### config.mk
export PLATFORM = sky130hd
export DESIGN_NAME = rapt_ctrl_flat
export DESIGN_NICKNAME = d
export VERILOG_FILES = /design/src/hw/rapt_pkg.sv /design/src/hw/rapt_if.sv /design/src/hw/rapt_ctrl.sv /design/src/flat_wrapper.sv
export SDC_FILE = /design/constraint.sdc
export NUM_CORES = 1
export LEC_CHECK = 0
export BUFFER_PORTS_ARGS = -buffer_cell sky130_fd_sc_hd__buf_4
export CAP_MARGIN = 40
export CORE_MARGIN = 2
export CORE_UTILIZATION = 50
export CTS_CLUSTER_DIAMETER = 60
export CTS_CLUSTER_SIZE = 12
export DETAILED_ROUTE_END_ITERATION = 10
export PLACE_DENSITY = 0.8
export SLEW_MARGIN = 20
export SYNTH_ARGS = -nofsm -noshare
export SYNTH_HDL_FRONTEND = slang
export SYNTH_SLANG_ARGS = --single-unit
### constraint.sdc
create_clock -name clk -period 4.7 [get_ports clk]
set_input_delay 1.41 -clock clk [delete_from_list [all_inputs] [get_ports clk]]
set_output_delay 1.41 -clock clk [all_outputs]
set_load 0.01 [all_outputs]
### src/hw/rapt_pkg.sv
// shared constants, types and timing counts for the read auto precharge pair
// assumes both ends run on one 100 MHz clock with a synchronous active-high reset
// Contract
// - high precharge address bit selects auto precharge
// - precharge starts additive latency plus half burst
// - precharge waits for row active minimum
// - precharge waits read-to-precharge; period counts from start
// - burst four: activate after latency plus rounded sum
// - burst eight: activate after latency, two, sum
// - read-to-precharge plus precharge period rounded up
// - precharge never before two clocks after prefetch
// - other banks keep working during auto precharge
// - read to other bank waits half burst
// - write to other bank waits half plus two
// - precharge or activate elsewhere waits one clock
// - explicit precharge spacing after plain read
// - first read data after additive plus cas
// - nothing to bank during precharge period; the controller blocks the whole bank only after an explicit precharge
package rapt_pkg;

  // ---------------------------------------------------------------
  // widths
  // ---------------------------------------------------------------
  localparam int NBANK = 8;
  localparam int BANK_W = 3;
  localparam int AL_W = 3;
  localparam int RL_W = 4;
  localparam int TW = 6;
  localparam int OP_W = 3;
  localparam int BEAT_W = 4;
  localparam int PIPE_D = 16;
  localparam int DATA_W = 32;
  localparam int ADDR_W = 8;

  // ---------------------------------------------------------------
  // timing in picoseconds and derived clock counts
  // ---------------------------------------------------------------
  localparam int CLK_PS = 10000;
  localparam int RAS_MIN_PS = 40000;
  localparam int RTP_PS = 7500;
  localparam int RP_PS = 15000;
  localparam int RC_PS = 55000;
  localparam logic [TW-1:0] RAS_CYC = TW'((RAS_MIN_PS + CLK_PS - 1) / CLK_PS);
  localparam logic [TW-1:0] RTP_CYC = TW'((RTP_PS + CLK_PS - 1) / CLK_PS);
  localparam logic [TW-1:0] RP_CYC = TW'((RP_PS + CLK_PS - 1) / CLK_PS);
  localparam logic [TW-1:0] RC_CYC = TW'((RC_PS + CLK_PS - 1) / CLK_PS);
  localparam logic [TW-1:0] RTPRP_CYC = TW'((RTP_PS + RP_PS + CLK_PS - 1) / CLK_PS);
  localparam logic [TW-1:0] RTP_FLOOR = 6'h02;
  localparam logic [TW-1:0] RTP_EFF = (RTP_CYC > RTP_FLOOR) ? RTP_CYC : RTP_FLOOR;

  // ---------------------------------------------------------------
  // burst figures
  // ---------------------------------------------------------------
  localparam logic [TW-1:0] BL4_HALF = 6'h02;
  localparam logic [TW-1:0] BL8_HALF = 6'h04;
  localparam logic [TW-1:0] BL8_EXTRA = 6'h02;
  localparam logic [TW-1:0] WR_EXTRA = 6'h02;
  localparam logic [TW-1:0] PRE_TRIM = 6'h02;
  localparam logic [TW-1:0] ONE = 6'h01;
  localparam logic [RL_W-1:0] RL_TRIM = 4'h2;

  // ---------------------------------------------------------------
  // controller register map and fields
  // ---------------------------------------------------------------
  localparam logic [ADDR_W-1:0] REG_CFG = 8'h00;
  localparam logic [ADDR_W-1:0] REG_CMD = 8'h04;
  localparam logic [ADDR_W-1:0] REG_STAT = 8'h08;
  localparam logic [ADDR_W-1:0] REG_RDAT = 8'h0C;
  localparam int CFG_AL_LSB = 0;
  localparam int CFG_CL_LSB = 4;
  localparam int CFG_BL8_BIT = 8;
  localparam int CMD_OP_LSB = 0;
  localparam int CMD_BANK_LSB = 4;
  localparam int CMD_AP_BIT = 8;
  localparam int STAT_PEND_BIT = 0;
  localparam int STAT_OPEN_LSB = 8;
  localparam int STAT_PRE_LSB = 16;
  localparam int STAT_BLK_LSB = 24;
  localparam logic [AL_W-1:0] AL_RST = 3'h0;
  localparam logic [AL_W-1:0] CL_RST = 3'h3;
  localparam logic BL8_RST = 1'b0;
  localparam logic HRESP_OKAY = 1'b0;

  // ---------------------------------------------------------------
  // command codes
  // ---------------------------------------------------------------
  typedef enum logic [OP_W-1:0] {
    OP_NOP = 3'b000,
    OP_ACT = 3'b001,
    OP_RD  = 3'b010,
    OP_WR  = 3'b011,
    OP_PRE = 3'b100
  } rapt_op_t;

endpackage

### src/hw/rapt_if.sv
// command link between controller and memory device
// assumes both ends sample it on the same clk edge
`timescale 1ns/1ns
interface rapt_if;
  import rapt_pkg::*;
  logic cmd_valid;
  rapt_op_t cmd_op;
  logic [BANK_W-1:0] cmd_bank;
  logic autoprecharge_address_bit;
  logic [AL_W-1:0] additive_latency;
  logic [AL_W-1:0] cas_latency;
  logic burst_length_8;
  logic rd_valid;
  logic [DATA_W-1:0] rd_data;
  logic [NBANK-1:0] bank_open;
  logic [NBANK-1:0] bank_precharging;

  modport ctrl (
    output cmd_valid, cmd_op, cmd_bank, autoprecharge_address_bit,
    output additive_latency, cas_latency, burst_length_8,
    input rd_valid, rd_data, bank_open, bank_precharging
  );
  modport mem (
    input cmd_valid, cmd_op, cmd_bank, autoprecharge_address_bit,
    input additive_latency, cas_latency, burst_length_8,
    output rd_valid, rd_data, bank_open, bank_precharging
  );
endinterface

### src/hw/rapt_ctrl.sv
// controller end: AHB-Lite register slave and per-bank command spacing
// assumes a single AHB-Lite master, word transfers only, device on the link
`timescale 1ns/1ns
module rapt_ctrl (
  // clock and reset
  input wire logic clk,
  input wire logic srst,
  // AHB-Lite slave
  input wire logic hsel,
  input wire logic [31:0] haddr,
  input wire logic [1:0] htrans,
  input wire logic hwrite,
  input wire logic [2:0] hsize,
  input wire logic [rapt_pkg::DATA_W-1:0] hwdata,
  input wire logic hready,
  output logic hreadyout,
  output logic hresp,
  output logic [rapt_pkg::DATA_W-1:0] hrdata,
  // command link
  rapt_if.ctrl link
);
  import rapt_pkg::*;

  // ---------------------------------------------------------------
  // declarations
  // ---------------------------------------------------------------
  logic addr_ph;
  logic wr_ph_ff;
  logic [ADDR_W-1:0] wr_addr_ff;
  logic [DATA_W-1:0] hrdata_ff;
  logic [DATA_W-1:0] stat_w;
  logic [AL_W-1:0] al_ff;
  logic [AL_W-1:0] cl_ff;
  logic bl8_ff;
  logic cmd_pend_ff;
  rapt_op_t op_ff;
  logic [BANK_W-1:0] bank_ff;
  logic ap_ff;
  logic [DATA_W-1:0] rdat_ff;
  logic ok;
  logic issue;
  logic [TW-1:0] half;
  logic [TW-1:0] ap_act_load;
  logic [TW-1:0] rd_pre_load;
  logic [TW-1:0] rd_gap_ff;
  logic [TW-1:0] wr_gap_ff;
  logic [NBANK-1:0] act_free;
  logic [NBANK-1:0] pre_free;
  logic [NBANK-1:0] bank_free;
  logic cmd_valid_ff;
  rapt_op_t cmd_op_ff;
  logic [BANK_W-1:0] cmd_bank_ff;
  logic cmd_ap_ff;

  // larger of two counts
  function automatic logic [TW-1:0] tmax(input logic [TW-1:0] a, input logic [TW-1:0] b);
    tmax = (a > b) ? a : b;
  endfunction

  // ---------------------------------------------------------------
  // AHB-Lite slave, zero wait states
  // ---------------------------------------------------------------
  assign addr_ph = hsel && htrans[1] && hready;
  assign hreadyout = 1'b1;
  assign hresp = HRESP_OKAY;
  assign hrdata = hrdata_ff;

  // write address held into the data phase
  always_ff @(posedge clk) begin
    if (srst) begin
      wr_ph_ff <= 1'b0;
      wr_addr_ff <= '0;
    end else begin
      wr_ph_ff <= addr_ph && hwrite;
      if (addr_ph) begin
        wr_addr_ff <= haddr[ADDR_W-1:0];
      end
    end
  end

  // status word
  always_comb begin
    stat_w = '0;
    stat_w[STAT_PEND_BIT] = cmd_pend_ff;
    stat_w[STAT_OPEN_LSB +: NBANK] = link.bank_open;
    stat_w[STAT_PRE_LSB +: NBANK] = link.bank_precharging;
    stat_w[STAT_BLK_LSB +: NBANK] = ~act_free;
  end

  // read data registered at the address phase, unmapped reads zero
  always_ff @(posedge clk) begin
    if (srst) begin
      hrdata_ff <= '0;
    end else if (addr_ph && !hwrite) begin
      if (haddr[ADDR_W-1:0] == REG_CFG) begin
        hrdata_ff <= DATA_W'({bl8_ff, 1'b0, cl_ff, 1'b0, al_ff});
      end else if (haddr[ADDR_W-1:0] == REG_CMD) begin
        hrdata_ff <= DATA_W'({ap_ff, 1'b0, bank_ff, 1'b0, op_ff});
      end else if (haddr[ADDR_W-1:0] == REG_STAT) begin
        hrdata_ff <= stat_w;
      end else if (haddr[ADDR_W-1:0] == REG_RDAT) begin
        hrdata_ff <= rdat_ff;
      end else begin
        hrdata_ff <= '0;
      end
    end
  end

  // ---------------------------------------------------------------
  // configuration and command registers
  // ---------------------------------------------------------------
  always_ff @(posedge clk) begin
    if (srst) begin
      al_ff <= AL_RST;
      cl_ff <= CL_RST;
      bl8_ff <= BL8_RST;
    end else if (wr_ph_ff && (wr_addr_ff == REG_CFG)) begin
      al_ff <= hwdata[CFG_AL_LSB +: AL_W];
      cl_ff <= hwdata[CFG_CL_LSB +: AL_W];
      bl8_ff <= hwdata[CFG_BL8_BIT];
    end
  end

  // one pending command; writes while pending are dropped
  always_ff @(posedge clk) begin
    if (srst) begin
      cmd_pend_ff <= 1'b0;
      op_ff <= OP_NOP;
      bank_ff <= '0;
      ap_ff <= 1'b0;
    end else if (issue) begin
      cmd_pend_ff <= 1'b0;
    end else if (wr_ph_ff && (wr_addr_ff == REG_CMD) && !cmd_pend_ff) begin
      cmd_pend_ff <= 1'b1;
      op_ff <= rapt_op_t'(hwdata[CMD_OP_LSB +: OP_W]);
      bank_ff <= hwdata[CMD_BANK_LSB +: BANK_W];
      ap_ff <= hwdata[CMD_AP_BIT];
    end
  end

  // last returned read word
  always_ff @(posedge clk) begin
    if (srst) begin
      rdat_ff <= '0;
    end else if (link.rd_valid) begin
      rdat_ff <= link.rd_data;
    end
  end

  // ---------------------------------------------------------------
  // spacing loads
  // ---------------------------------------------------------------
  assign half = bl8_ff ? BL8_HALF : BL4_HALF;
  // activate after auto precharge: latency, burst extra, rounded sum
  assign ap_act_load = TW'(al_ff) + (bl8_ff ? BL8_EXTRA : '0) + RTPRP_CYC - ONE;
  // explicit precharge after a plain read
  assign rd_pre_load = TW'(al_ff) + half - PRE_TRIM + RTP_EFF - ONE;

  // ---------------------------------------------------------------
  // per-bank timers, activate and precharge gated only by their own bank
  // ---------------------------------------------------------------
  for (genvar b = 0; b < NBANK; b++) begin : g_bank
    logic mine;
    logic [TW-1:0] act_ff;
    logic [TW-1:0] pre_ff;
    logic [TW-1:0] any_ff;

    assign mine = issue && (bank_ff == BANK_W'(b));
    assign act_free[b] = (act_ff == '0);
    assign pre_free[b] = (pre_ff == '0);
    assign bank_free[b] = (any_ff == '0);

    // activate countdown
    always_ff @(posedge clk) begin
      if (srst) begin
        act_ff <= '0;
      end else if (mine && (op_ff == OP_ACT)) begin
        act_ff <= RC_CYC - ONE;
      end else if (mine && (op_ff == OP_RD) && ap_ff) begin
        act_ff <= tmax(act_ff, ap_act_load);
      end else if (mine && (op_ff == OP_PRE)) begin
        act_ff <= tmax(act_ff, RP_CYC - ONE);
      end else if (act_ff != '0) begin
        act_ff <= act_ff - ONE;
      end
    end

    // explicit precharge countdown
    always_ff @(posedge clk) begin
      if (srst) begin
        pre_ff <= '0;
      end else if (mine && (op_ff == OP_RD) && !ap_ff) begin
        pre_ff <= tmax(pre_ff, rd_pre_load);
      end else if (pre_ff != '0) begin
        pre_ff <= pre_ff - ONE;
      end
    end

    // whole-bank block during an explicit precharge period
    always_ff @(posedge clk) begin
      if (srst) begin
        any_ff <= '0;
      end else if (mine && (op_ff == OP_PRE)) begin
        any_ff <= RP_CYC - ONE;
      end else if (any_ff != '0) begin
        any_ff <= any_ff - ONE;
      end
    end
  end

  // ---------------------------------------------------------------
  // spacing to any bank after a read
  // ---------------------------------------------------------------
  always_ff @(posedge clk) begin
    if (srst) begin
      rd_gap_ff <= '0;
      wr_gap_ff <= '0;
    end else if (issue && (op_ff == OP_RD)) begin
      rd_gap_ff <= half - ONE;
      wr_gap_ff <= half + WR_EXTRA - ONE;
    end else begin
      if (rd_gap_ff != '0) begin
        rd_gap_ff <= rd_gap_ff - ONE;
      end
      if (wr_gap_ff != '0) begin
        wr_gap_ff <= wr_gap_ff - ONE;
      end
    end
  end

  // ---------------------------------------------------------------
  // issue decision
  // ---------------------------------------------------------------
  // precharge or activate elsewhere needs only the next clock
  always_comb begin
    ok = 1'b0;
    case (op_ff)
      OP_ACT: ok = act_free[bank_ff] && bank_free[bank_ff];
      OP_PRE: ok = pre_free[bank_ff] && bank_free[bank_ff];
      OP_RD: ok = (rd_gap_ff == '0) && bank_free[bank_ff];
      OP_WR: ok = (wr_gap_ff == '0) && bank_free[bank_ff];
      default: ok = 1'b1;
    endcase
  end

  assign issue = cmd_pend_ff && ok;

  // link drive, one cycle per command
  always_ff @(posedge clk) begin
    if (srst) begin
      cmd_valid_ff <= 1'b0;
      cmd_op_ff <= OP_NOP;
      cmd_bank_ff <= '0;
      cmd_ap_ff <= 1'b0;
    end else begin
      cmd_valid_ff <= issue;
      cmd_op_ff <= issue ? op_ff : OP_NOP;
      cmd_bank_ff <= issue ? bank_ff : '0;
      cmd_ap_ff <= issue && ap_ff;
    end
  end

  assign link.cmd_valid = cmd_valid_ff;
  assign link.cmd_op = cmd_op_ff;
  assign link.cmd_bank = cmd_bank_ff;
  assign link.autoprecharge_address_bit = cmd_ap_ff;
  assign link.additive_latency = al_ff;
  assign link.cas_latency = cl_ff;
  assign link.burst_length_8 = bl8_ff;
endmodule

### src/flat_wrapper.sv
// flat-port wrapper written by rule: the top's interface ports become plain ports
module rapt_ctrl_flat import rapt_pkg::*;
  (clk, srst, hsel, haddr, htrans, hwrite, hsize, hwdata, hready, hreadyout, hresp, hrdata, link_cmd_valid, link_cmd_op, link_cmd_bank, link_autoprecharge_address_bit, link_additive_latency, link_cas_latency, link_burst_length_8, link_rd_valid, link_rd_data, link_bank_open, link_bank_precharging);
  rapt_if link_i ();
  input wire logic clk;
  input wire logic srst;
  input wire logic hsel;
  input wire logic [31:0] haddr;
  input wire logic [1:0] htrans;
  input wire logic hwrite;
  input wire logic [2:0] hsize;
  input wire logic [rapt_pkg::DATA_W-1:0] hwdata;
  input wire logic hready;
  output logic hreadyout;
  output logic hresp;
  output logic [rapt_pkg::DATA_W-1:0] hrdata;
  output wire logic [$bits(link_i.cmd_valid)-1:0] link_cmd_valid;
  output wire logic [$bits(link_i.cmd_op)-1:0] link_cmd_op;
  output wire logic [$bits(link_i.cmd_bank)-1:0] link_cmd_bank;
  output wire logic [$bits(link_i.autoprecharge_address_bit)-1:0] link_autoprecharge_address_bit;
  output wire logic [$bits(link_i.additive_latency)-1:0] link_additive_latency;
  output wire logic [$bits(link_i.cas_latency)-1:0] link_cas_latency;
  output wire logic [$bits(link_i.burst_length_8)-1:0] link_burst_length_8;
  input wire logic [$bits(link_i.rd_valid)-1:0] link_rd_valid;
  input wire logic [$bits(link_i.rd_data)-1:0] link_rd_data;
  input wire logic [$bits(link_i.bank_open)-1:0] link_bank_open;
  input wire logic [$bits(link_i.bank_precharging)-1:0] link_bank_precharging;
  assign link_cmd_valid = link_i.cmd_valid;
  assign link_cmd_op = link_i.cmd_op;
  assign link_cmd_bank = link_i.cmd_bank;
  assign link_autoprecharge_address_bit = link_i.autoprecharge_address_bit;
  assign link_additive_latency = link_i.additive_latency;
  assign link_cas_latency = link_i.cas_latency;
  assign link_burst_length_8 = link_i.burst_length_8;
  assign link_i.rd_valid = link_rd_valid;
  assign link_i.rd_data = link_rd_data;
  assign link_i.bank_open = link_bank_open;
  assign link_i.bank_precharging = link_bank_precharging;
  rapt_ctrl u_core (.clk(clk), .srst(srst), .hsel(hsel), .haddr(haddr), .htrans(htrans), .hwrite(hwrite), .hsize(hsize), .hwdata(hwdata), .hready(hready), .hreadyout(hreadyout), .hresp(hresp), .hrdata(hrdata), .link(link_i));
endmodule
==> flow_metrics.py <==
metrics = {
    "global_routing": {
        "track_usage_pct": 26.55,
        "grt_start_max_net_pins": 70,
        "overflow": 0,
        "antenna_found_initial": 1,
        "grt_pass1_vias": 14040,
        "grt_pass1_wl_um": 69430,
    },
    "sta": {
        "hold_viol": 0,
        "tns_ns": 0,
        "slew-limit-headroom_pct": 40.34,
        "period_minus_slack_ns": 3.910,
        "rsz0062_at_grt": "false",
        "slew_violations": 0,
        "max_freq_mhz": 255.8,
        "worstMarginPinSlew_ns": 0.8867,
        "clock_skew_ns": 0.02894,
        "fin_crit_sh_pct": 83.18,
        "setup_violations": 0,
    },
    "place": {
        "placed_area_um2": 16740,
        "place_congestion": 0.9587,
        "dpl.hpwl_um": 30460,
        "io_buffers": 116,
    },
    "route": {
        "ant_nets": 0,
        "wire_per_inst_um": 18.41,
        "routed_wl_um": 43090,
        "drt_pre_antenna_iters": 7,
        "vias_per_cell": 6.173,
        "drt_iter0_drc": 1429,
        "drc_errors": 0,
        "vias": 14440,
    },
    "finish": {
        "drive_gt1_share_pct": 13.32,
        "final_cell_mix": "dfxtp_1 (252), nor2_1 (237), nand2_1 (153), buf_4 (152), ha_1 (138)",
        "diodes": 0,
        "area_delta_synth_final_pct": 13.93,
        "layout.nets": 2200,
        "mostFrequentLayoutCell": "dfxtp_1",
        "design_area_um2": 17500,
        "final_util_pct": 57.52,
    },
    "clocking": {
        "post_cts_buffers": 0,
        "cts.htree.levels": 1,
        "cts_resized": 0,
        "holdBufCountCts": 0,
        "ctsRootBufferMaster": "clkbuf_16",
        "clkLatencyLatePin_ns": 0.56,
        "clock-sinks": 252,
        "cts_tree": "built",
        "numCtsBuffers": 26,
        "cts_buffer_depth": 3,
        "clkSlewWorstSetupHoldPaths_ns": 0.06,
    },
    "synthesis": {
        "synth_ff_type": "dfxtp_1",
        "yosysUniqueCellTypes": 95,
        "yosysWarnings": 0,
        "syn_area_um2": 15360,
        "yosysSeqAreaShare_pct": 32.84,
        "syn_area_per_cell_um2": 8.386,
        "async_reset_ff_share_pct": 0,
        "synthesis.nets": 2094,
        "ys_ff_latch": 252,
        "synth-edff-count": 0,
        "synthCells": 1832,
    },
    "floorplanning": {
        "dieArea_um2": 32140,
        "start_util_pct": 50.49,
        "rows": 64,
        "dieHeight_um": 179.3,
        "ios": 172,
        "fp.dieW_um": 179.3,
        "fp.coreArea_um2": 30430,
    },
    "critical_path": {
        "endpoint_kind": "register",
        "crit_path_start_kind": "register",
        "path_cells": "inv_1 > ha_1 > ha_1 > fa_1 > inv_1 > ha_1 > o21a_1 > o21a_1 > o21ai_0 > a21oi_1 > nor4_4 > a211oi_1 > a31o_2 > a211oi_1",
        "slowest_delay_ns": 0.46,
        "arrival_ns": 4.36,
        "required_ns": 5.15,
        "critPathKind": "register to register",
        "cpMaxStageDelayCell": "fa_1",
        "crit_fanout": 10,
        "worst_path_most_repeated_cell": "ha_1",
        "r2r_slack_ns": 0.79,
    },
    "power": {
        "cellPowerDensity_nw_per_um2": 613.8,
        "leakage_nw": 7.257,
        "ir_drop_v": 0.0003148,
    },
    "run_status": {
        "outcome": "finished, final reports clean",
    },
    "flow_run": {
        "drv_cap": 0,
    },
    "worst_hold_path": {
        "hold_class": "register to register",
    },
}
## synthesized netlist by cell type, drive strengths merged, types with 6 or more instances
cell type	count	area, um2
o211ai	9	67.56
ha	138	1727
a22o	8	70.07
o22ai	18	125.1
nand3	45	235.2
or4	8	60.06
clkbuf	50	187.7
nor3b	8	70.06
o21ai	79	399.1
nand3b	10	75.07
a2bb2oi	8	76.32
nand2	154	585.6
nand4	27	168.9
xor2	18	157.7
a21oi	100	504.2
dfxtp	252	5045
nor2	238	900.9
mux2	23	259.0
mux2i	61	610.6
and3	30	188.9
inv	76	285.3
nor4b	6	58.80
nor2b	21	133.9
a211o	9	80.08
nor3	75	401.6
a21boi	10	75.07
nor4	25	245.2
a211oi	40	312.8
a22oi	38	285.3
o21a	26	195.2
xnor2	36	315.3
and3b	6	52.55
nand2b	16	100.1
and2	27	168.9
buf	29	146.4
or3	7	43.79
a41oi	6	52.55
a21o	6	45.04
a31oi	15	93.84
## power by group
part           leakage (nW)  internal (mW)  total [mW]  switching (mW)
clock                 0.369           1.08        1.93           0.858
sequential             2.07           2.74        3.37           0.626
combinational          4.81           2.44        5.44            3.00
total                  7.26           6.26        10.7            4.49
## metrics by stage
step                instances  hold slack [ns]  setup WS, ns  power [mW]
global route             2340           0.4751        0.5597       11.59
detailed placement       2304           0.4346        0.8549       8.706
finish                   2340           0.4461        0.7904       10.74
floorplan                1832           0.4138        0.9368       7.541
CTS                      2338           0.4434        0.8248       10.68
global placement         2301           0.4285        0.9858       8.441
## final timing paths
path                                endpoint                       startpoint  cells past startpoint
hold / removal           u_core.rd_gap_ff[0]              u_core.rd_gap_ff[0]                      1
hold reg to reg          u_core.rd_gap_ff[0]              u_core.rd_gap_ff[0]                      1
setup reg to reg  u_core.g_bank[7].pre_ff[5]  u_core.link.additive_latency[1]                     14
setup / recovery  u_core.g_bank[7].pre_ff[5]  u_core.link.additive_latency[1]                     14
## critical path: cells and delay by family (launching register included)
family | cells | cell delay [ns]
adders and majority gates | 4 | 1.37
DFF | 1 | 0.40
AOI/OAI and AO/OA | 7 | 1.11
buffers and inverters | 2 | 0.55
and+or+nand+nor | 1 | 0.38
## layout make-up
cell class,instances,area (um2)
Clock buffer,29,681.9
Inverter,77,289.0
Multi-Input combinational cell,1424,9718
Timing Repair Buffer,157,1205
Tap cell,396,495.5
Sequential cell,252,5045
Clock inverter,5,68.82
Fill cell,2654,12930
## layer usage
layer | vias up | wire length (um) | global-route usage (%)
met1 | 6822 | 17270 | 31.67
met2 | 629 | 20260 | 46.09
li1 | 6847 | - | -
met3 | 144 | 3839 | 6.086
met4 | 2 | 1700 | 10.35
met5 | - | 13 | 0
## flip-flops by register name, indices dropped and copies added, names as in the netlist
name	flops
u_core.wr_gap_ff	6
u_core.rd_gap_ff	6
u_core.link.autoprecharge_address_bit	1
u_core.bank_ff	3
u_core.rdat_ff	32
u_core.hrdata	32
u_core.g_bank.act_ff	48
u_core.link.cmd_valid	1
u_core.link.cas_latency	3
u_core.ap_ff	1
u_core.g_bank.pre_ff	48
u_core.link.cmd_bank	3
u_core.link.burst_length_8	1
u_core.op_ff	3
u_core.g_bank.any_ff	48
u_core.wr_ph_ff	1
u_core.wr_addr_ff	8
u_core.link.cmd_op	3
u_core.cmd_pend_ff	1
u_core.link.additive_latency	3
## cells by family (layout without fill, tap and decap cells)
logic type	after synthesis	after routing	synth area share (%)
compound gates	426	426	19.11
flops	252	252	32.84
mux	86	86	5.953
other cells	2	2	0.04888
fa+ha+maj	139	139	11.37
xor+xnor	54	54	3.078
simple gates	717	717	23.54
buf+inv	156	268	4.056
(Power assumes the default switching activity.)
